[src/logic/pbc_consts.svh]
// Constants for the pump and blower control logic: register map, field
// positions, reset values and timing counts.
// Assumes a 250 MHz pclk; the tick and debounce times are converted into cycle counts here, the others into milliseconds.
`ifndef PBC_CONSTS_SVH
`define PBC_CONSTS_SVH

// ****************************************************************
// Register map (byte addresses).
// ****************************************************************
`define PBC_ADDR_CTRL     8'h00
`define PBC_ADDR_STATUS   8'h04
`define PBC_ADDR_LAMPS    8'h08
`define PBC_CTRL_RESET    3'h0
`define PBC_CTRL_W        3

// ****************************************************************
// Control register fields.
// ****************************************************************
`define PBC_CTRL_PRESS_ILK 0
`define PBC_CTRL_SUMP_BLOW 1
`define PBC_CTRL_SUMP_PUMP 2

// ****************************************************************
// Timing.
// ****************************************************************
`define PBC_CLK_HZ        250000000
`define PBC_MS_PER_S      1000
`define PBC_TICK_CYC      (`PBC_CLK_HZ / `PBC_MS_PER_S)
`define PBC_HIPRESS_S     180
`define PBC_HIPRESS_MS    (`PBC_HIPRESS_S * `PBC_MS_PER_S)
`define PBC_JUMPER_S      7
`define PBC_JUMPER_MS     (`PBC_JUMPER_S * `PBC_MS_PER_S)
`define PBC_GRACE_S       5
`define PBC_GRACE_MS      (`PBC_GRACE_S * `PBC_MS_PER_S)
`define PBC_SLOW_HALF_MS  500
`define PBC_FAST_HALF_MS  125
`define PBC_DEBOUNCE_MS   20
`define PBC_DEBOUNCE_CYC  (`PBC_DEBOUNCE_MS * `PBC_TICK_CYC)

`endif

[src/logic/pbc_pkg.sv]
// Types shared by the pump and blower control logic.
// Assumes pbc_consts.svh supplies the numeric constants.
package pbc_pkg;

  // Selector state, one-hot.
  typedef enum logic [3:0] {
    PBC_SEL_OFF  = 4'h1,
    PBC_SEL_A    = 4'h2,
    PBC_SEL_B    = 4'h4,
    PBC_SEL_FAIL = 4'h8
  } pbc_sel_e;

  // Field inputs: selector contacts and sensors.
  typedef struct packed {
    logic pump_hand;
    logic pump_auto;
    logic blow_run;
    logic blow_reset;
    logic level_float_hi;
    logic level_float_lo;
    logic backup_float_ok;
    logic press_hi;
    logic press_lo;
    logic thermal;
    logic sump_high;
    logic jumper;
  } pbc_field_s;

  // Faceplate lamps.
  typedef struct packed {
    logic fault;
    logic modem_call_lamp;
    logic auto_lamp;
    logic pump_running;
    logic blow_run_lamp;
    logic blow_running;
    logic probe_high;
    logic probe_low;
    logic backup_float_trip;
    logic thermal;
    logic pressure;
    logic sump;
    logic interlock_alarm_lamp;
  } pbc_lamp_s;

endpackage

[src/logic/pbc_top.sv]
// Pump and blower control logic with an APB register slave.
// Assumes field inputs are asynchronous pins and the status inputs come
// from logic on pclk.
//
// Operation
// RULE_01 - Flash the fault lamp while self-test reports an error.
// RULE_02 - Call lamp steady during a modem call, blinking on telemetry fault.
// RULE_03 - Pump selector hand: pump relay on, level inputs ignored.
// RULE_04 - Auto: start pump on high float, run until low float.
// RULE_05 - Auto: backup float drop opens the pump relay at once.
// RULE_06 - Backup trip latches pump off, lamp on, until off then auto.
// RULE_07 - Pump selector off: relay open, probe lamps dark.
// RULE_08 - Auto lamp lit in auto, blinking on selector failure.
// RULE_09 - Running lamps follow pump and blower relays.
// RULE_10 - High lamp while float top or descending, low lamp otherwise.
// RULE_11 - Lamps in hand or auto work regardless of pump breaker.
// RULE_12 - Blower run: relay closed unless pressure or thermal fault.
// RULE_13 - Sump level watched in run and off; stops blower if interlocked.
// RULE_14 - Blower reset position clears thermal, sump and pressure latches.
// RULE_15 - Reset held while pump toggles: clear command, fast alarm blink.
// RULE_16 - Blower run lamp lit in run, blinking on selector failure.
// RULE_17 - Thermal shutdown lights thermal lamp until reset.
// RULE_18 - Pressure lights lamp, stops blower, stops pump if interlocked.
// RULE_19 - Low pressure blinks and stops now; high pressure steady, 3 min.
// RULE_20 - Jumper shortens the high pressure delay to seven seconds.
// RULE_21 - Pressure inputs ignored for five seconds after blower start.
// RULE_22 - Sump lamp on sump input; motors stop only if interlocked.
// RULE_23 - Blink rates and debounce are counted clock parameters.
`include "pbc_consts.svh"
`timescale 1ns/1ps
`default_nettype none

module pbc_top #(
  parameter int unsigned DEBOUNCE_CYC = `PBC_DEBOUNCE_CYC,
  parameter int unsigned TICK_CYC     = `PBC_TICK_CYC,
  parameter int unsigned HIPRESS_MS   = `PBC_HIPRESS_MS,
  parameter int unsigned JUMPER_MS    = `PBC_JUMPER_MS,
  parameter int unsigned GRACE_MS     = `PBC_GRACE_MS
) (
  input  wire logic               pclk,
  input  wire logic               presetn,
  input  wire logic               psel,
  input  wire logic               penable,
  input  wire logic               pwrite,
  input  wire logic [7:0]         paddr,
  input  wire logic [31:0]        pwdata,
  output logic      [31:0]        prdata,
  output logic                    pready,
  output logic                    pslverr,
  input  wire pbc_pkg::pbc_field_s field_in,
  input  wire logic               selftest_err,
  input  wire logic               modem_busy,
  input  wire logic               tele_fault,
  input  wire logic               clear_done,
  output logic                    pump_relay,
  output logic                    blower_relay,
  output logic                    clear_cmd,
  output pbc_pkg::pbc_lamp_s      lamps
);

  localparam int NIN = $bits(pbc_pkg::pbc_field_s);

  // ****************************************************************
  // Helper function.
  // ****************************************************************

  // Decodes a two-contact selector; both contacts closed is a failure.
  function automatic pbc_pkg::pbc_sel_e sel_decode(input logic a,
                                                   input logic b);
    if (a && b)
      sel_decode = pbc_pkg::PBC_SEL_FAIL;
    else if (a)
      sel_decode = pbc_pkg::PBC_SEL_A;
    else if (b)
      sel_decode = pbc_pkg::PBC_SEL_B;
    else
      sel_decode = pbc_pkg::PBC_SEL_OFF;
  endfunction

  // ****************************************************************
  // Input synchronisers and debouncers.
  // ****************************************************************
  logic [NIN-1:0]    sync1;
  logic [NIN-1:0]    sync2;
  logic [NIN-1:0]    stable;
  pbc_pkg::pbc_field_s in;

  // Two flip-flops bring the pins onto pclk.
  always_ff @(posedge pclk or negedge presetn)
    if (!presetn)
    begin
      sync1 <= '0;
      sync2 <= '0;
    end
    else
    begin
      sync1 <= field_in;
      sync2 <= sync1;
    end

  // Each input must hold a new level for DEBOUNCE_CYC cycles.
  genvar gi;
  generate
    for (gi = 0; gi < NIN; gi++)
    begin : g_deb
      logic [31:0] cnt;
      logic        lvl;
      // Each bit keeps its own level so only one process drives it.
      always_ff @(posedge pclk or negedge presetn)
        if (!presetn)
        begin
          cnt <= '0;
          lvl <= 1'b0;
        end
        else if (sync2[gi] == lvl)
          cnt <= '0;
        else if (cnt >= DEBOUNCE_CYC - 1) // RULE_23
        begin
          cnt <= '0;
          lvl <= sync2[gi];
        end
        else
          cnt <= cnt + 32'h1;
      assign stable[gi] = lvl;
    end
  endgenerate
  assign in = stable;

  // ****************************************************************
  // Millisecond tick and blink phases.
  // ****************************************************************
  logic [31:0] tick_cnt;
  logic        tick;
  logic [15:0] slow_cnt;
  logic [15:0] fast_cnt;
  logic        slow_ph;
  logic        fast_ph;

  // Divides pclk to a 1 ms tick and toggles two blink phases.
  always_ff @(posedge pclk or negedge presetn)
    if (!presetn)
    begin
      tick_cnt <= '0;
      tick <= 1'b0;
      slow_cnt <= '0;
      fast_cnt <= '0;
      slow_ph <= 1'b0;
      fast_ph <= 1'b0;
    end
    else
    begin
      tick <= (tick_cnt >= TICK_CYC - 1);
      tick_cnt <= (tick_cnt >= TICK_CYC - 1) ? '0 : tick_cnt + 32'h1;
      if (tick)
      begin
        slow_cnt <= (slow_cnt >= `PBC_SLOW_HALF_MS - 1) ? '0
                    : slow_cnt + 16'h1;
        fast_cnt <= (fast_cnt >= `PBC_FAST_HALF_MS - 1) ? '0
                    : fast_cnt + 16'h1;
        if (slow_cnt >= `PBC_SLOW_HALF_MS - 1)
          slow_ph <= ~slow_ph; // RULE_23
        if (fast_cnt >= `PBC_FAST_HALF_MS - 1)
          fast_ph <= ~fast_ph; // RULE_23
      end
    end

  // ****************************************************************
  // APB register slave.
  // ****************************************************************
  logic [`PBC_CTRL_W-1:0] ctrl;
  logic [31:0]            status_word;
  logic                   hit;

  // Answers one cycle after the access phase opens; unmapped or
  // read-only writes end with pslverr.
  always_ff @(posedge pclk or negedge presetn)
    if (!presetn)
    begin
      ctrl <= `PBC_CTRL_RESET;
      prdata <= '0;
      pready <= 1'b0;
      pslverr <= 1'b0;
    end
    else
    begin
      pready <= psel && penable && !pready;
      pslverr <= 1'b0;
      prdata <= '0;
      if (psel && penable && !pready)
      begin
        case (paddr)
          `PBC_ADDR_CTRL:
            if (pwrite)
              ctrl <= pwdata[`PBC_CTRL_W-1:0];
            else
              prdata <= {29'h0, ctrl};
          `PBC_ADDR_STATUS:
            if (pwrite)
              pslverr <= 1'b1;
            else
              prdata <= status_word;
          `PBC_ADDR_LAMPS:
            if (pwrite)
              pslverr <= 1'b1;
            else
              prdata <= {19'h0, lamps};
          default:
            pslverr <= 1'b1;
        endcase
      end
    end

  // ****************************************************************
  // Pump control.
  // ****************************************************************
  pbc_pkg::pbc_sel_e pump_sel;
  pbc_pkg::pbc_sel_e blow_sel;
  pbc_pkg::pbc_sel_e prev_pump;
  logic              pump_run;
  logic              trip;
  logic              press_stop;
  logic              press_lo_lat;
  logic              hp_seen;
  logic              sump_lat;
  logic              therm_lat;
  logic              pump_ilk;
  logic              next_pump_relay;

  assign pump_sel = sel_decode(in.pump_hand, in.pump_auto);
  assign blow_sel = sel_decode(in.blow_reset, in.blow_run);
  assign pump_ilk = (ctrl[`PBC_CTRL_PRESS_ILK] && (press_stop || press_lo_lat))
                 || (ctrl[`PBC_CTRL_SUMP_PUMP] && sump_lat);

  // Level hysteresis, tracked in hand and auto so the probe lamps work.
  always_ff @(posedge pclk or negedge presetn)
    if (!presetn)
      pump_run <= 1'b0;
    else if (pump_sel == pbc_pkg::PBC_SEL_OFF)
      pump_run <= 1'b0;
    else if (in.level_float_hi)
      pump_run <= 1'b1; // RULE_04
    else if (in.level_float_lo)
      pump_run <= 1'b0; // RULE_04

  // Backup float trip holds until the selector visits off.
  always_ff @(posedge pclk or negedge presetn)
    if (!presetn)
      trip <= 1'b0;
    else if (pump_sel == pbc_pkg::PBC_SEL_B && !in.backup_float_ok)
      trip <= 1'b1; // RULE_06
    else if (pump_sel == pbc_pkg::PBC_SEL_OFF)
      trip <= 1'b0; // RULE_06

  // Pump relay from selector, level latch, trip and interlocks.
  always_comb
  begin
    case (pump_sel)
      pbc_pkg::PBC_SEL_A:
        next_pump_relay = 1'b1; // RULE_03
      pbc_pkg::PBC_SEL_B:
        next_pump_relay = pump_run && in.backup_float_ok && !trip
                       && !pump_ilk; // RULE_05 RULE_18 RULE_22
      pbc_pkg::PBC_SEL_OFF:
        next_pump_relay = 1'b0; // RULE_07
      default:
        next_pump_relay = 1'b0;
    endcase
  end

  // ****************************************************************
  // Blower control.
  // ****************************************************************
  logic [31:0] start_ms;
  logic [31:0] hp_ms;
  logic        grace_done;
  logic        next_blower_relay;

  assign grace_done = blower_relay && (start_ms >= GRACE_MS);

  // Counts blower run time and high pressure time in milliseconds.
  always_ff @(posedge pclk or negedge presetn)
    if (!presetn)
    begin
      start_ms <= '0;
      hp_ms <= '0;
    end
    else
    begin
      if (!blower_relay)
        start_ms <= '0;
      else if (tick && !grace_done)
        start_ms <= start_ms + 32'h1; // RULE_21
      if (!(in.press_hi && grace_done))
        hp_ms <= '0;
      else if (tick)
        hp_ms <= hp_ms + 32'h1;
    end

  // Fault latches; a set beats the clear in one cycle, but each set needs the blower running or the selector in run or off.
  always_ff @(posedge pclk or negedge presetn)
    if (!presetn)
    begin
      press_lo_lat <= 1'b0;
      hp_seen <= 1'b0;
      press_stop <= 1'b0;
      therm_lat <= 1'b0;
      sump_lat <= 1'b0;
    end
    else
    begin
      if (in.press_lo && grace_done)
        press_lo_lat <= 1'b1; // RULE_19 RULE_21
      else if (blow_sel == pbc_pkg::PBC_SEL_A)
        press_lo_lat <= 1'b0; // RULE_14
      if (in.press_hi && grace_done)
        hp_seen <= 1'b1; // RULE_19
      else if (blow_sel == pbc_pkg::PBC_SEL_A)
        hp_seen <= 1'b0; // RULE_14
      if (in.press_hi && grace_done
          && hp_ms >= (in.jumper ? JUMPER_MS : HIPRESS_MS))
        press_stop <= 1'b1; // RULE_19 RULE_20
      else if (blow_sel == pbc_pkg::PBC_SEL_A)
        press_stop <= 1'b0; // RULE_14
      if (in.thermal && blower_relay)
        therm_lat <= 1'b1; // RULE_17
      else if (blow_sel == pbc_pkg::PBC_SEL_A)
        therm_lat <= 1'b0; // RULE_14
      if (in.sump_high && (blow_sel == pbc_pkg::PBC_SEL_B
                        || blow_sel == pbc_pkg::PBC_SEL_OFF))
        sump_lat <= 1'b1; // RULE_13 RULE_22
      else if (blow_sel == pbc_pkg::PBC_SEL_A)
        sump_lat <= 1'b0; // RULE_14
    end

  // Blower relay closed in run unless a latched fault stops it.
  assign next_blower_relay = (blow_sel == pbc_pkg::PBC_SEL_B)
    && !therm_lat && !press_lo_lat && !press_stop
    && !(ctrl[`PBC_CTRL_SUMP_BLOW] && sump_lat); // RULE_12 RULE_13

  // ****************************************************************
  // Clear interlocks sequence.
  // ****************************************************************
  logic clearing;

  // Reset held while the pump selector goes auto to hand issues a clear.
  always_ff @(posedge pclk or negedge presetn)
    if (!presetn)
    begin
      prev_pump <= pbc_pkg::PBC_SEL_OFF;
      clear_cmd <= 1'b0;
      clearing <= 1'b0;
    end
    else
    begin
      prev_pump <= pump_sel;
      clear_cmd <= 1'b0;
      if (blow_sel == pbc_pkg::PBC_SEL_A && prev_pump == pbc_pkg::PBC_SEL_B
          && pump_sel == pbc_pkg::PBC_SEL_A)
      begin
        clear_cmd <= 1'b1; // RULE_15
        clearing <= 1'b1; // RULE_15
      end
      else if (clear_done)
        clearing <= 1'b0; // RULE_15
    end

  // ****************************************************************
  // Relay and lamp outputs.
  // ****************************************************************
  logic local_alarm;
  assign local_alarm = press_lo_lat || press_stop || sump_lat;

  // All outputs are registered; lamps ignore the breakers.
  always_ff @(posedge pclk or negedge presetn)
    if (!presetn)
    begin
      pump_relay <= 1'b0;
      blower_relay <= 1'b0;
      lamps <= '0;
    end
    else
    begin
      pump_relay <= next_pump_relay;
      blower_relay <= next_blower_relay;
      lamps.fault <= selftest_err && slow_ph; // RULE_01
      lamps.modem_call_lamp <= tele_fault ? slow_ph : modem_busy; // RULE_02
      lamps.auto_lamp <= (pump_sel == pbc_pkg::PBC_SEL_B)
        || (pump_sel == pbc_pkg::PBC_SEL_FAIL && slow_ph); // RULE_08 RULE_11
      lamps.pump_running <= next_pump_relay; // RULE_09 RULE_11
      lamps.blow_run_lamp <= (blow_sel == pbc_pkg::PBC_SEL_B)
        || (blow_sel == pbc_pkg::PBC_SEL_FAIL && slow_ph); // RULE_16
      lamps.blow_running <= next_blower_relay; // RULE_09
      lamps.probe_high <= (pump_sel == pbc_pkg::PBC_SEL_A
        || pump_sel == pbc_pkg::PBC_SEL_B) && pump_run; // RULE_10 RULE_07
      lamps.probe_low <= (pump_sel == pbc_pkg::PBC_SEL_A
        || pump_sel == pbc_pkg::PBC_SEL_B) && !pump_run; // RULE_10 RULE_07
      lamps.backup_float_trip <= trip; // RULE_06
      lamps.thermal <= therm_lat; // RULE_17
      lamps.pressure <= press_lo_lat ? slow_ph : hp_seen; // RULE_18 RULE_19
      lamps.sump <= sump_lat; // RULE_22
      lamps.interlock_alarm_lamp <= clearing ? fast_ph
        : (local_alarm && slow_ph); // RULE_15
    end

  assign status_word = {22'h0, clearing, sump_lat, therm_lat, press_stop,
                        hp_seen, press_lo_lat, trip, pump_run, blower_relay,
                        pump_relay};

  // ****************************************************************
  // Assertions.
  // ****************************************************************
  AST_HAND_RELAY: assert property (@(posedge pclk) disable iff (!presetn)
    pump_sel == pbc_pkg::PBC_SEL_A |=> pump_relay) // RULE_03
    else $error("Pump relay open in hand.");
  AST_OFF_DARK: assert property (@(posedge pclk) disable iff (!presetn)
    pump_sel == pbc_pkg::PBC_SEL_OFF |=> !pump_relay && !lamps.probe_high
    && !lamps.probe_low) // RULE_07
    else $error("Pump or probe lamps active in off.");
  AST_BACKUP_OPEN: assert property (@(posedge pclk) disable iff (!presetn)
    pump_sel == pbc_pkg::PBC_SEL_B && !in.backup_float_ok
    |=> !pump_relay ##1 lamps.backup_float_trip) // RULE_05
    else $error("Backup float drop did not trip the pump.");
  AST_TRIP_HOLD: assert property (@(posedge pclk) disable iff (!presetn)
    trip && pump_sel != pbc_pkg::PBC_SEL_OFF |=> trip) // RULE_06
    else $error("Backup trip released without off.");
  AST_RUN_LAMPS: assert property (@(posedge pclk) disable iff (!presetn)
    lamps.pump_running == pump_relay
    && lamps.blow_running == blower_relay) // RULE_09
    else $error("Running lamp disagrees with relay.");
  AST_GRACE: assert property (@(posedge pclk) disable iff (!presetn)
    $rose(press_lo_lat) |-> $past(grace_done)) // RULE_21
    else $error("Pressure fault taken during start grace.");
  AST_LOWP_STOP: assert property (@(posedge pclk) disable iff (!presetn)
    press_lo_lat |=> !blower_relay) // RULE_19
    else $error("Blower runs after low pressure.");
  AST_THERM_LAMP: assert property (@(posedge pclk) disable iff (!presetn)
    $rose(therm_lat) |=> lamps.thermal && !blower_relay) // RULE_17
    else $error("Thermal lamp or stop missing.");
  AST_CLEAR_CMD: assert property (@(posedge pclk) disable iff (!presetn)
    clear_cmd |-> clearing ##1 !clear_cmd) // RULE_15
    else $error("Clear command not a single pulse.");

endmodule

`default_nettype wire

[config.mk]
export PLATFORM = sky130hd
export DESIGN_NAME = pbc_top
export DESIGN_NICKNAME = d
export VERILOG_FILES = /design/src/logic/pbc_pkg.sv /design/src/logic/pbc_top.sv
export VERILOG_INCLUDE_DIRS = /design/src /design/src/logic
export SDC_FILE = /design/constraint.sdc
export NUM_CORES = 1
export LEC_CHECK = 0
export ABC_AREA = 1
export BUFFER_PORTS_ARGS = -buffer_cell sky130_fd_sc_hd__buf_2
export CORE_UTILIZATION = 60
export CTS_CLUSTER_DIAMETER = 200
export DETAILED_ROUTE_END_ITERATION = 16
export MAX_ROUTING_LAYER = met4
export PLACE_DENSITY = 0.89
export SYNTH_ARGS = -nofsm -noshare
export SYNTH_HDL_FRONTEND = slang
export SYNTH_SLANG_ARGS = --single-unit
[constraint.sdc]
create_clock -name pclk -period 3.76 [get_ports pclk]
set_input_delay 0.752 -clock pclk [delete_from_list [all_inputs] [get_ports pclk]]
set_output_delay 0.752 -clock pclk [all_outputs]
set_load 0.02 [all_outputs]
Yosys cells after proc, flatten, opt, wreduce, memory -nomap -nowiden
Cells that the tools add are included.

word-level totals
  register bits after elaboration = 614
  input bits = 61
  output and inout bits = 50

operators by class
  $add $sub $neg = 17
  magnitude comparators = 17
  equality and inequality tests = 25
  multiplexer cells = 64
  bitwise logic cells = 14
  reductions and logical operators = 72

operators by type and width
  kind                   number
  $mux 32                29
  $add 32x1->32 const B  15
  $ge 32x23->1 const B   12
  $pmux 13 s3            1
  $add 16x1->16 const B  2
  $ge 32x13->1 const B   1
  $ge 32x18->1           1
  $ge 32x18->1 const B   1
  $mux 16                2
  $logic_and 1x1->1      30
  $reduce_and 2->1       14
  $mux 13                2
  $mux 1                 19
  $mux 18                1
  $ge 16x7->1 const B    1
  $ge 16x9->1 const B    1
  $mux 3                 5
  $not 1->1              14
  $reduce_bool 2->1      7
  $eq 1x1->1             12
  $eq 4x3->1 const B     3
  $logic_not 1->1        10
  $mux 10                1
  $eq 4x1->1 const B     2
  other kinds (13)       23

Logic depth before layout (Yosys ltp)
  depth in word-level cells = 8
  depth in mapped cells = 12
  gate-level depth less buffers = 12

Least setup slack after synthesis
Ideal clock, no wire load.

  path type = input to register
  start point = input paddr[1]
  end point = register prdata[1]
  arrival time = 1.784 ns
  setup slack = 1.914 ns
  stages on the path = 10
  path buffers = 0
  cells stage by stage = or2_4 nor3_4 inv_4 nand2_2 inv_2 nand2_4 nand2_4 clkinv_2 nand2_1 inv_1

on the way
  word-level cells in the longest chain between the ends = 3
  elaborated cells between the ends (all ways) = 5
  classes of those cells = eq/ne: 2; mux: 2; reduce/logical: 1

RTL lines
  element                             line            RTL
  start, declared                     pbc_top.sv:45   input wire logic [7:0] paddr,
  $eq 8x4->1 (tied with other cells)  pbc_top.sv:191  case (paddr)
  $pmux 13 s3 *                       pbc_top.sv:191
  $mux 13 *                           pbc_top.sv:189  if (psel && penable && !pready)
  end signal, assigned                pbc_top.sv:196  prdata <= {29'h0, ctrl};
  end signal, assigned                pbc_top.sv:201  prdata <= status_word;
  end signal, assigned                pbc_top.sv:206  prdata <= {19'h0, lamps};
  end, declared                       pbc_top.sv:47   output logic [31:0] prdata,

Mark *: on every way between the ends. The rest lies on a longest branch, timed or not.
A chain may end at the register's enable or synchronous reset.

Final worst setup path
  start point = register lamps[7] in the netlist's numbering
  end point = output lamps[7] in the netlist's numbering

RTL lines
  element          line           RTL
  start, declared  pbc_top.sv:58  output pbc_pkg::pbc_lamp_s lamps

No word-level cell between the ends.

==> results.md <==
* Row cnt at 78
* Worst-Margin Slew at 0.7763 ns
* Switching power at 0.002967 W
* Register area at 0.01489 mm2
* CP Buf/Inv Count at 1
* CTS Buf Count at 58
* Synthesis-to-finish area growth at 11.74%
* #FFs+latches synth at 595
* Root Buffer: clkbuf_16
* Worst Hold Class: in -> async
* Most common cell after layout, fill and taps aside: nor2_1
* CTS Sinks at 595
* Max incr delay on CP at 0.61 ns
* Post-CTS sizing at 0
* Overall Global Routing Usage at 0.2522
* DRC violations left at 0
* Synth Cell Area at 0.02806 mm2
* Internal Pwr Total at 0.01025 W
* Tmin final at 2.226 ns
* R2r worst-path depth at 10
* Combinational group share of total power at 0.033
* Syn Inst Count at 3285
* WL/cell at 13.53 um
* Clock Pin Slew Worst Setup and Hold Paths at 0.06 ns
* Power Density at 421.6 mW/mm2
* Setup Fix Bufs, Post-CTS at 0
* Initial core utilization at 0.6130
* DRT iter0 DRCs at 1504
* Sequential share of power at 0.506
* Max-Cap Viols at 0
* H-tree depth at 2
* Via/cell ratio at 5.163
* Post-synth top area share at 0.5297
* Drt total wl at 56050 um
* TritonRoute pass-1 iters at 5
* Synthesis Warnings at 0
* Gp weighted congestion at 0.9296
* GR Overflow Total at 0
* Placed cell count at 4030
* CTS tree: yes
* Crit. End Element: output port
* Critical Path Fanout Max at 11
* WP depth at 1
* Worst Skew at 0.01609 ns
* Die height at 218.3 um
* VDD IR max at 0.6035 mV
* Family with the most delay on the worst path: flip-flops
* Largest net degree at the start of global routing at 124
* Global-route wire length before repair at 95920 um
* WP data arrival at 1.47 ns
* Final Max Tran Viols at 0
* Most frequent cells in the layout: 726 x nor2_1, 646 x nand2_1, 594 x dfrtp_1
* Endpoints failing setup at 0
* CP Data Required Time at 3.01 ns
* Die Footprint at 0.04764 mm2
* DR vias at 21386
* Switch share at 0.2245
* Clock Power Share at 0.460
* Fmax at 449.2 MHz
* Crit path cell chain: buf_2
* Highest-delay cell along the critical path: dfrtp_1
* Post-synth top flop: dfrtp_1
* Clk buf depth at 3
* Final nets at 3584
* Number of port buffers at 62
* Boundary Pins at 111
* Final ANT Viol Nets at 0
* Tcrit/Tclk final at 0.5921
* Post-synthesis cell type count at 49
* Startpoint type of the worst setup path: register
* Flop-to-flop setup slack at 1.62 ns
* Initial antenna violation count at 5
* Setup_tns at 0 ns
* Outcome: complete, no violations
* Max_slew headroom at 0.4777
* Post-synth EDFFs at 0
* LEAKAGE at 13.98 nW
* Core outline area at 0.04577 mm2
* Non-Filler Instances at 4142
* Clock Latency Late Sink at 0.63 ns
* Multi-input gate area at 0.01188 mm2
* Avg Inst Size Synth at 8.542 um2
* Seq/Total Area, Yosys at 0.5307
* FILL cells at 3312
* CTS Hold Buffers Added at 0
* Critical path class: reg -> out
* Dpl hpwl at 37580 um
* Die X at 218.3 um
* Vias in the first global route at 21028
* RSZ-0062 raised after global routing: false
* Async SR Flop Fraction at 1.000
* Dominant cell type by area after synthesis: dfrtp_1
* Share of layout cells above drive strength 1 at 0.07209
* Hold Fails Final Rpt at 0
* Synth top area cells: dfrtp_1 53%, nor2_1 9.7%, nand2_1 8.6%, xor2_1 5.4%, inv_1 4.8%
==> routing by layer <==
layer,track usage,vias up,share of wire
li1,-,10579,-
met1,0.3186,10206,0.43
met2,0.4078,491,0.48
met3,0.05484,110,0.061
met4,0.07692,0,0.025
met5,-,-,0
==> cell families (layout without fill, tap and decap cells) <==
group / after synthesis / in the layout / share of synthesized area
adders and majority gates: 33 / 33 / 0.01472
xor gates and xnor gates: 247 / 247 / 0.07710
buffers and inverters: 428 / 540 / 0.06457
AOI/OAI and AO/OA: 131 / 131 / 0.02555
and+or+nand+nor: 1850 / 1850 / 0.2873
other: 1 / 146 / 0.0001336
DFF: 595 / 595 / 0.5307
==> cell usage after synthesis, types with 2 or more instances <==
| cell type | number |
|---|---|
| nor2_1 | 726 |
| nand3b_1 | 7 |
| ha_1 | 33 |
| and3_1 | 5 |
| xnor2_1 | 73 |
| inv_2 | 2 |
| nand2_2 | 8 |
| o21ai_1 | 4 |
| dfrtp_1 | 594 |
| or2_2 | 3 |
| nor3_2 | 16 |
| a21oi_1 | 41 |
| nand2_4 | 2 |
| nor3_4 | 7 |
| buf_4 | 45 |
| o21bai_1 | 8 |
| nor4b_1 | 3 |
| o32ai_1 | 2 |
| o31ai_1 | 2 |
| buf_6 | 2 |
| o21ai_0 | 59 |
| nor3b_1 | 4 |
| xor2_1 | 174 |
| nand2_1 | 646 |
| inv_1 | 359 |
| nor3_1 | 104 |
| nor2_2 | 15 |
| a31oi_1 | 2 |
| nand3_2 | 15 |
| clkbuf_1 | 3 |
| o22ai_1 | 6 |
| nor4_1 | 27 |
| nor2_4 | 9 |
| o211ai_1 | 4 |
| buf_2 | 14 |
| nand3_1 | 186 |
| nand4_1 | 63 |
==> power by group through the flow <==
stage | registers, W | logic, W | clock network (W)
2_1_floorplan | 0.00678 | 0.000223 | 0
3_3_place_gp | 0.00679 | 0.000417 | 0
3_5_place_dp | 0.00680 | 0.000430 | 0
4_1_cts | 0.00669 | 0.000447 | 0.00619
5_1_grt | 0.00671 | 0.000509 | 0.00648
6_report | 0.00669 | 0.000441 | 0.00609
==> sequential cells by signal, indices dropped and copies added, names as in the netlist, 3 cells and up <==
| signal | count |
|---|---|
| ctrl | 3 |
| sync1 | 12 |
| prdata | 13 |
| g_deb.cnt | 384 |
| slow_cnt | 16 |
| g_deb.lvl | 12 |
| fast_cnt | 16 |
| prev_pump | 4 |
| lamps | 13 |
| start_ms | 32 |
| tick_cnt | 32 |
| sync2 | 12 |
| hp_ms | 32 |
==> metrics by stage <==
step	total power (W)	util	worst slack, ns	hold WS [ns]	area, um2
floorplan	0.007006	-	1.914	0.3312	28580
global placement	0.007209	0.6406	1.401	0.3364	29320
detailed placement	0.007229	0.6406	1.371	0.3404	29320
CTS	0.01333	0.6847	1.497	0.04905	31340
global route	0.01370	0.6850	1.405	0.06344	31350
finish	0.01322	0.6850	1.534	0.05736	31350
==> final timing paths <==
check,from,end
min in group pclk,field_in[10],sync1[10]
max,lamps[7],lamps[7]
min reg2reg,sync1[9],sync2[9]
max in group asynchronous,presetn,sync1[9]
max reg2reg,g_deb[10].cnt[0],g_deb[10].cnt[19]
min,presetn,g_deb[1].cnt[8]
==> area by class of cell <==
type | count | share of cell area
Antenna cell | 5 | 0.0003991
Clock buffer | 72 | 0.05052
Timing Repair Buffer | 70 | 0.01373
Tap cell | 600 | 0.02394
Sequential cell | 595 | 0.4749
Inverter | 363 | 0.04358
Multi-Input combinational cell | 2402 | 0.3790
Clock inverter | 35 | 0.01393
Note: power is estimated with default switching activity, not from simulation.
